[src/core/load_word_pkg.sv]
// Constants shared by the word-load execution unit and its helpers.
// Assumes little-endian bit numbering in the instruction word (bit 0 is the LSB).
package load_word_pkg;
   // ==========================================================================
   // Instruction fields
   // ==========================================================================
   localparam int          INSN_W         = 32;
   localparam int          REG_FIELD_W    = 5;
   localparam logic [5:0]  OP_EXTENDED    = 6'h1f;
   localparam logic [5:0]  OP_DISP_LOAD   = 6'h20;
   localparam logic [5:0]  OP_DISP_UPDATE = 6'h21;
   localparam logic [9:0]  XO_ALG_UPDATE  = 10'h175;
   localparam logic [9:0]  XO_ALG_INDEXED = 10'h155;
   localparam logic [9:0]  XO_REVERSED    = 10'h216;
   localparam logic [9:0]  XO_RESERVE     = 10'h014;
   localparam int          PRIMARY_LSB    = 26;
   localparam int          TARGET_LSB     = 21;
   localparam int          BASE_LSB       = 16;
   localparam int          INDEX_LSB      = 11;
   localparam int          EXT_LSB        = 1;
   localparam logic [4:0]  ZERO_FIELD     = 5'h00;

   // ==========================================================================
   // Operation classes
   // ==========================================================================
   typedef enum logic [2:0] {
      OPC_NONE     = 3'b000,
      OPC_ALG_UPD  = 3'b001,
      OPC_ALG_IDX  = 3'b010,
      OPC_REVERSED = 3'b011,
      OPC_DISP     = 3'b100,
      OPC_DISP_UPD = 3'b101,
      OPC_RESERVE  = 3'b110
   } op_class_t;

   typedef enum logic [1:0] {
      ST_IDLE = 2'b00,
      ST_WAIT = 2'b01,
      ST_DONE = 2'b10
   } exec_state_t;
endpackage
[src/core/load_decode.sv]
// Instruction classifier for the word-load family.
// Assumes a full 32-bit instruction word presented in one cycle.
`timescale 1ns/1ns
module load_decode
   import load_word_pkg::*;
(
   input  wire logic [31:0] insn,
   input  wire logic        is_64bit,
   output op_class_t        op_class,
   output logic             invalid_form,
   output logic             illegal
);
   // ==========================================================================
   // Decode
   // ==========================================================================
   logic [5:0] primary;
   logic [9:0] ext;
   logic [4:0] target_reg_field;
   logic [4:0] base_reg_field;

   assign primary          = insn[PRIMARY_LSB +: 6];
   assign ext              = insn[EXT_LSB +: 10];
   assign target_reg_field = insn[TARGET_LSB +: REG_FIELD_W];
   assign base_reg_field   = insn[BASE_LSB +: REG_FIELD_W];

   always_comb begin
      op_class     = OPC_NONE;
      invalid_form = 1'b0;
      illegal      = 1'b0;
      if (primary == OP_EXTENDED) begin
         if (ext == XO_ALG_UPDATE) begin
            op_class     = OPC_ALG_UPD;
            invalid_form = (base_reg_field == ZERO_FIELD) ||
                           (base_reg_field == target_reg_field);
            illegal      = !is_64bit;
         end else if (ext == XO_ALG_INDEXED) begin
            op_class = OPC_ALG_IDX;
            illegal  = !is_64bit;
         end else if (ext == XO_REVERSED) begin
            op_class = OPC_REVERSED;
         end else if (ext == XO_RESERVE) begin
            op_class = OPC_RESERVE;
         end
      end else if (primary == OP_DISP_LOAD) begin
         op_class = OPC_DISP;
      end else if (primary == OP_DISP_UPDATE) begin
         op_class = OPC_DISP_UPD;
      end
   end
endmodule

[src/core/load_format.sv]
// Result formatter: sign extension, zero extension and byte reversal.
// Assumes the fetched word arrives with storage bit 0 in bit 31.
`timescale 1ns/1ns
module load_format
   import load_word_pkg::*;
(
   input  op_class_t        op_class,
   input  wire logic [31:0] word,
   output logic [63:0]      result
);
   // ==========================================================================
   // Formatting
   // ==========================================================================
   always_comb begin
      case (op_class)
         OPC_ALG_UPD,
         OPC_ALG_IDX:  result = {{32{word[31]}}, word};
         OPC_REVERSED: result = {32'h00000000, word[7:0], word[15:8],
                                 word[23:16], word[31:24]};
         default:      result = {32'h00000000, word};
      endcase
   end
endmodule

[src/core/load_word_exec_unit.sv]
// Decode and execute unit for the fixed-point word-load family.
// Assumes a register file that supplies base and index values with the
// instruction, and a storage path that answers each request once.
`timescale 1ns/1ns

module load_word_exec_unit
   import load_word_pkg::*;
#(
   parameter int ADDR_W = 64
)(
   input  wire logic              sys_clk,
   input  wire logic              reset,
   input  wire logic              is_64bit,
   input  wire logic              insn_valid,
   output logic                   insn_ready,
   input  wire logic [31:0]       insn,
   input  wire logic [ADDR_W-1:0] base_value,
   input  wire logic [ADDR_W-1:0] index_value,
   output logic                   mem_req,
   output logic [ADDR_W-1:0]      mem_addr,
   input  wire logic              mem_ack,
   input  wire logic [31:0]       mem_data,
   input  wire logic              mem_fault,
   output logic                   target_we,
   output logic [4:0]             target_sel,
   output logic [63:0]            target_data,
   output logic                   base_we,
   output logic [4:0]             base_sel,
   output logic [ADDR_W-1:0]      base_data,
   output logic                   reserve_set,
   output logic [ADDR_W-1:0]      reserve_addr,
   output logic                   xer_we,
   output logic                   cr0_we,
   output logic                   invalid_form,
   output logic                   illegal_insn,
   output logic                   fault_taken
);
   // ==========================================================================
   // Helpers
   // ==========================================================================
   function automatic logic [ADDR_W-1:0] form_address(
      input logic [4:0]        base_field,
      input logic [ADDR_W-1:0] base,
      input logic [ADDR_W-1:0] offset
   );
      if (base_field == ZERO_FIELD) begin
         form_address = offset;
      end else begin
         form_address = base + offset;
      end
   endfunction

   // ==========================================================================
   // Decode
   // ==========================================================================
   op_class_t         dec_class;
   logic              dec_invalid;
   logic              dec_illegal;
   logic [4:0]        dec_target;
   logic [4:0]        dec_base;
   logic [ADDR_W-1:0] disp_ext;
   logic [ADDR_W-1:0] disp_addr;
   logic [ADDR_W-1:0] indexed_addr;
   logic [ADDR_W-1:0] dec_addr;
   logic              accept;
   logic              start;

   load_decode u_decode (
      .insn         (insn),
      .is_64bit     (is_64bit),
      .op_class     (dec_class),
      .invalid_form (dec_invalid),
      .illegal      (dec_illegal)
   );

   assign dec_target   = insn[TARGET_LSB +: REG_FIELD_W];
   assign dec_base     = insn[BASE_LSB +: REG_FIELD_W];
   assign disp_ext     = {{(ADDR_W-16){insn[15]}}, insn[15:0]};
   assign disp_addr    = form_address(dec_base, base_value, disp_ext);
   assign indexed_addr = form_address(dec_base, base_value, index_value);

   // Trapped forms are answered at once; only good loads go on to storage.
   assign accept = insn_valid && insn_ready && (dec_class != OPC_NONE);
   assign start  = accept && !dec_illegal && !dec_invalid;

   always_comb begin
      case (dec_class)
         OPC_ALG_UPD:  dec_addr = base_value + index_value;
         OPC_DISP,
         OPC_DISP_UPD: dec_addr = disp_addr;
         default:      dec_addr = indexed_addr;
      endcase
   end

   // ==========================================================================
   // Sequencer
   // ==========================================================================
   exec_state_t       state;
   exec_state_t       next_state;
   logic              answer;
   logic              good;

   assign answer = (state == ST_WAIT) && mem_ack;
   // A faulted answer is turned away here, so no write of any kind follows it.
   assign good   = answer && !mem_fault;

   // The done state keeps insn_ready low in the cycle in which results are written.
   always_comb begin
      next_state = state;
      case (state)
         ST_IDLE: begin
            if (start) begin
               next_state = ST_WAIT;
            end
         end
         ST_WAIT: begin
            if (mem_ack) begin
               next_state = ST_DONE;
            end
         end
         ST_DONE: begin
            next_state = ST_IDLE;
         end
         default: begin
            next_state = ST_IDLE;
         end
      endcase
   end

   always_ff @(posedge sys_clk or posedge reset) begin
      if (reset) begin
         state <= ST_IDLE;
      end else begin
         state <= next_state;
      end
   end

   // ==========================================================================
   // Captured instruction
   // ==========================================================================
   op_class_t         cur_class;
   op_class_t         next_cur_class;
   logic [4:0]        cur_target;
   logic [4:0]        next_cur_target;
   logic [4:0]        cur_base;
   logic [4:0]        next_cur_base;
   logic [ADDR_W-1:0] cur_addr;
   logic [ADDR_W-1:0] next_cur_addr;

   always_comb begin
      next_cur_class  = cur_class;
      next_cur_target = cur_target;
      next_cur_base   = cur_base;
      next_cur_addr   = cur_addr;
      if (start) begin
         next_cur_class  = dec_class;
         next_cur_target = dec_target;
         next_cur_base   = dec_base;
         next_cur_addr   = dec_addr;
      end
   end

   always_ff @(posedge sys_clk or posedge reset) begin
      if (reset) begin
         cur_class  <= OPC_NONE;
         cur_target <= 5'h00;
         cur_base   <= 5'h00;
         cur_addr   <= '0;
      end else begin
         cur_class  <= next_cur_class;
         cur_target <= next_cur_target;
         cur_base   <= next_cur_base;
         cur_addr   <= next_cur_addr;
      end
   end

   // ==========================================================================
   // Traps
   // ==========================================================================
   logic              next_invalid_form;
   logic              next_illegal_insn;

   // The illegal trap outranks the invalid one when both apply.
   always_comb begin
      next_illegal_insn = accept && dec_illegal;
      next_invalid_form = accept && !dec_illegal && dec_invalid;
   end

   always_ff @(posedge sys_clk or posedge reset) begin
      if (reset) begin
         illegal_insn <= 1'b0;
         invalid_form <= 1'b0;
      end else begin
         illegal_insn <= next_illegal_insn;
         invalid_form <= next_invalid_form;
      end
   end

   // ==========================================================================
   // Results
   // ==========================================================================
   logic [63:0]       fmt_result;
   logic              is_update;
   logic              update_allowed;
   logic              next_target_we;
   logic [63:0]       next_target_data;
   logic              next_base_we;
   logic              next_fault_taken;

   // The word is shaped on its way in, so the written value leaves a register.
   load_format u_format (
      .op_class (cur_class),
      .word     (mem_data),
      .result   (fmt_result)
   );

   assign is_update      = (cur_class == OPC_ALG_UPD) || (cur_class == OPC_DISP_UPD);
   // The update forms refuse to touch the base when it would collide with the
   // target; the algebraic one is already trapped as invalid in that case.
   assign update_allowed = (cur_base != ZERO_FIELD) && (cur_base != cur_target);

   always_comb begin
      next_target_we   = good;
      next_target_data = target_data;
      next_base_we     = good && is_update && update_allowed;
      next_fault_taken = answer && mem_fault;
      if (good) begin
         next_target_data = fmt_result;
      end
   end

   always_ff @(posedge sys_clk or posedge reset) begin
      if (reset) begin
         target_we   <= 1'b0;
         target_data <= 64'h0000000000000000;
         base_we     <= 1'b0;
         fault_taken <= 1'b0;
      end else begin
         target_we   <= next_target_we;
         target_data <= next_target_data;
         base_we     <= next_base_we;
         fault_taken <= next_fault_taken;
      end
   end

   // ==========================================================================
   // Reservation
   // ==========================================================================
   logic              next_reserve_set;
   logic [ADDR_W-1:0] next_reserve_addr;

   // The address stays after the pulse, so the owner of the conditional store
   // can still match against it later.
   always_comb begin
      next_reserve_set  = good && (cur_class == OPC_RESERVE);
      next_reserve_addr = reserve_addr;
      if (next_reserve_set) begin
         next_reserve_addr = cur_addr;
      end
   end

   always_ff @(posedge sys_clk or posedge reset) begin
      if (reset) begin
         reserve_set  <= 1'b0;
         reserve_addr <= '0;
      end else begin
         reserve_set  <= next_reserve_set;
         reserve_addr <= next_reserve_addr;
      end
   end

   // ==========================================================================
   // Outputs
   // ==========================================================================
   assign insn_ready  = (state == ST_IDLE);
   assign mem_req     = (state == ST_WAIT);
   assign mem_addr    = cur_addr;
   assign target_sel  = cur_target;
   assign base_sel    = cur_base;
   assign base_data   = cur_addr;
   // None of these loads records into the exception or condition registers.
   assign xer_we      = 1'b0;
   assign cr0_we      = 1'b0;
endmodule

[config.mk]
export PLATFORM = sky130hd
export DESIGN_NAME = load_word_exec_unit
export DESIGN_NICKNAME = d
export VERILOG_FILES = /design/src/core/load_word_pkg.sv /design/src/core/load_decode.sv /design/src/core/load_format.sv /design/src/core/load_word_exec_unit.sv
export SDC_FILE = /design/constraint.sdc
export NUM_CORES = 1
export LEC_CHECK = 0
export ABC_AREA = 1
export BUFFER_PORTS_ARGS = -buffer_cell sky130_fd_sc_hd__buf_2
export CAP_MARGIN = 20
export CELL_PAD_IN_SITES_DETAIL_PLACEMENT = 1
export CELL_PAD_IN_SITES_GLOBAL_PLACEMENT = 2
export CORE_MARGIN = 3
export CORE_UTILIZATION = 28
export CTS_BUF_LIST = sky130_fd_sc_hd__clkbuf_4 sky130_fd_sc_hd__clkbuf_8
export DETAILED_ROUTE_END_ITERATION = 8
export PLACE_DENSITY_LB_ADDON = 0.1
export SKIP_CTS_REPAIR_TIMING = 1
export SYNTH_ARGS = -nofsm -noshare
export SYNTH_HDL_FRONTEND = slang
export SYNTH_SLANG_ARGS = --single-unit
[constraint.sdc]
create_clock -name sys_clk -period 7.5 [get_ports sys_clk]
set_input_delay 0.75 -clock sys_clk [delete_from_list [all_inputs] [get_ports sys_clk]]
set_output_delay 0.75 -clock sys_clk [all_outputs]
set_load 0.02 [all_outputs]
==> summary.md <==
| Metric | Value |
|---|---|
| Outcome | `finished clean` |
| Fin. Hold Viols | `0` |
| Yosys warnings | `0` |
| DRC Markers | `0` |
| VDD IR max | `115 µV` |
| Syn Inst Count | `3984` |
| DP HPWL | `94400 µm` |
| Power Dens Cells | `176 mW/mm²` |
| Worst setup SP type | `input pin` |
| Worst-skew pair later-pin latency | `0.48 ns` |
| Skew final | `0.0292 ns` |
| First-pass GRT wire length | `159000 µm` |
| Final Util | `32.7%` |
| RR Startpoint | `state[1]` |
| Slew headroom | `36.0%` |
| Root Driver | `clkbuf_8` |
| Main synth FF type | `dfrtp_1` |
| Max Clk Rate | `0.262 GHz` |
| Nets | `4645` |
| Area Growth Syn to Fin | `14.6%` |
| Slowest cell on the critical path | `nand4_4` |
| Commonest non-fill, non-tap cell in the layout | `nand2_1` |
| Clock tree buffer depth | `2` |
| Worst r2r dst | `base_data[1]` |
| CTS buffer count | `17` |
| Die height | `285 µm` |
| Final wirelength | `109000 µm` |
| GRT Overall Usage | `26.0%` |
| RePlAce Congestion | `0.904` |
| Tmin final | `3.81 ns` |
| Port Buffers | `471` |
| Largest net degree at the start of global routing | `123` |
| Mean Syn Cell Area | `5.49 µm²` |
| #FFs+latches synth | `182` |
| Die W | `285 µm` |
| H-tree depth | `4` |
| Post-synthesis async set-or-reset flop share | `100%` |
| Core ar. | `0.0766 mm²` |
| CP endpoint kind | `flip-flop` |
| Final setup TNS | `0 ns` |
| Mapped cell area | `0.0219 mm²` |
| Leakage | `16.0 nW` |
| Critical path class | `input pin to flip-flop` |
| Reg2Reg Depth | `6` |
| Cell mode on critical path | `nand2_1` |
| CP max FO | `55` |
| WP data required | `7.90 ns` |
| Antenna Nets Post-Route | `0` |
| CP Depth | `13` |
| Fin crit share | `50.9%` |
| HP Class | `input pin to asynchronous set/reset pin` |
| Seq/Total Area, Yosys | `20.8%` |
| Least-Margin Pin Slew | `0.960 ns` |
| Most frequent cells in the layout | `1635 x nand2_1, 798 x inv_1, 471 x buf_2, 309 x nor2_1, 207 x nand3_1` |
| Clock sink count | `182` |
| Vias in the first global route | `24300` |
| Layout cells sized above 1 | `12.8%` |
| Max-cap violations | `0` |
| Drt pass-1 iters | `5` |
| Reg2Reg Setup Slack | `3.87 ns` |
| Worst stage delay on the critical path | `0.59 ns` |
| Vias per std cell | `4.58` |
| Clock transition at path regs | `0.11 ns` |
| Vias | `24600` |
| Critical Path AT | `4.22 ns` |
| Initial antenna violation count | `10` |
| Overflow after GRT | `0` |
| Crit path max-delay family | `simple AND/OR/NAND/NOR gates` |
| Slew Viols, Final | `0` |
| Number of setup violations in the final report | `0` |
| Placement Rows | `101` |
| Worst-path cell chain | `buf_2, nor3_1, nand3_2, inv_2, nand2_1, nand2_1, nand2_1, nand3_2, nand4_4, inv_2, buf_4, o21ai_0, o21ai_0` |
| Ports | `474` |
| Layout filler cell count | `10600` |
| Number of synthesized flops with an enable pin | `0` |
| RSZ-0062 raised after global routing | `false` |
| Starting density of the core | `28.5%` |
| Iter 0 DRT Violations | `1148` |
| Post-synthesis cell type count | `48` |
| CTS tree | `yes` |
| Die ar. | `0.0815 mm²` |
| WL/cell | `20.4 µm` |
| Crit path buf inv count | `4` |
## metrics by stage
step           total power [mW]  hold WS [ns]  worst slack, ns  cells  area, µm²
5_1_grt                    4.74         0.427             3.50   5363      25000
3_5_place_dp               3.70         0.454             3.16   5329      24600
3_3_place_gp               3.69         0.451             3.25   5329      24600
6_report                   4.41         0.422             3.69   5367      25000
4_1_cts                    4.47         0.409             3.69   5361      25000
2_1_floorplan              2.91         0.481             1.81   3985      21900
## registers in the layout, summed over array words and instances, names as in the netlist
name / flops
reserve_set: 1
cur_class: 3
target_sel: 5
base_we: 1
reserve_addr: 64
fault_taken: 1
base_data: 64
state: 2
base_sel: 5
target_we: 1
target_data: 33
illegal_insn: 1
invalid_form: 1
## routing by layer
metal | up-vias | global-route usage, % | routed length [µm]
met5 | - | 0 | 0
met4 | 0 | 5.91 | 2430
met3 | 69 | 1.83 | 3590
met2 | 426 | 47.7 | 55100
met1 | 11500 | 33.2 | 48100
li1 | 12600 | - | -
## cells by family after synthesis
family / after synthesis / synth area share [%]
and+or+nand+nor: 2248 / 41.0
AOI/OAI and AO/OA: 386 / 9.52
DFF: 182 / 20.8
buffers and inverters: 980 / 18.8
xor gates and xnor gates: 59 / 2.36
other: 1 / 0.0172
adders and majority gates: 128 / 7.40
## cells in the mapped netlist (2+ instances only)
library cell | number | share of area [%]
a211oi_1 | 2 | 0.069
a21oi_1 | 164 | 3.8
a22o_1 | 2 | 0.080
a31oi_1 | 11 | 0.31
and2_1 | 5 | 0.14
and3_1 | 2 | 0.057
buf_1 | 9 | 0.15
buf_2 | 24 | 0.55
buf_4 | 98 | 3.4
buf_6 | 5 | 0.26
clkbuf_1 | 35 | 0.60
dfrtp_1 | 182 | 21
fa_1 | 2 | 0.18
ha_1 | 126 | 7.2
inv_1 | 799 | 14
inv_2 | 9 | 0.15
nand2_1 | 1635 | 28
nand2_2 | 2 | 0.057
nand3_1 | 208 | 4.8
nand3_2 | 3 | 0.14
nand3b_1 | 11 | 0.38
nand4_1 | 9 | 0.26
nor2_1 | 311 | 5.3
nor2_4 | 2 | 0.10
nor3_1 | 34 | 0.78
nor3_2 | 3 | 0.14
nor3b_1 | 2 | 0.069
nor4_1 | 7 | 0.20
o211ai_1 | 17 | 0.58
o21a_1 | 22 | 0.76
o21ai_0 | 145 | 3.3
o21ai_1 | 14 | 0.32
o21bai_1 | 4 | 0.14
or2_2 | 9 | 0.26
xnor2_1 | 15 | 0.60
xor2_1 | 44 | 1.8
## worst register-to-register path: stages (launching register included)
cell	delay [ns]
dfrtp_1	0.44
nor3b_1	0.75
nand4_4	0.83
inv_2	0.43
buf_4	0.57
o21ai_0	0.39
o21ai_0	0.14
## worst max-delay path by stage
| stage | startpoint | endpoint | slack (ns) |
|---|---|---|---|
| after floorplan | reset | base_data[0] | 1.81 |
| after global placement | insn[27] | base_data[1] | 3.25 |
| after global routing | insn[27] | base_data[1] | 3.50 |
| after detailed placement | insn[27] | base_data[1] | 3.16 |
| after CTS | insn[27] | base_data[1] | 3.69 |
| final | insn[27] | base_data[1] | 3.69 |
## area by class of cell
cell class | count | area, µm² | share of cell area (%)
Multi-Input combinational cell | 2823 | 13200 | 52.8
Sequential cell | 182 | 4550 | 18.2
Inverter | 809 | 3050 | 12.2
Timing Repair Buffer | 486 | 2490 | 9.96
Tap cell | 1030 | 1290 | 5.15
Clock buffer | 17 | 234 | 0.934
Clock inverter | 15 | 188 | 0.750
Antenna cell | 5 | 12.5 | 0.0500
## power breakdown
part           total [mW]  internal (mW)  switching [mW]
registers            1.38           1.17           0.204
logic                2.28          0.707            1.57
clock network       0.749          0.311           0.438
No activity file was read; power rests on OpenSTA's default activity.
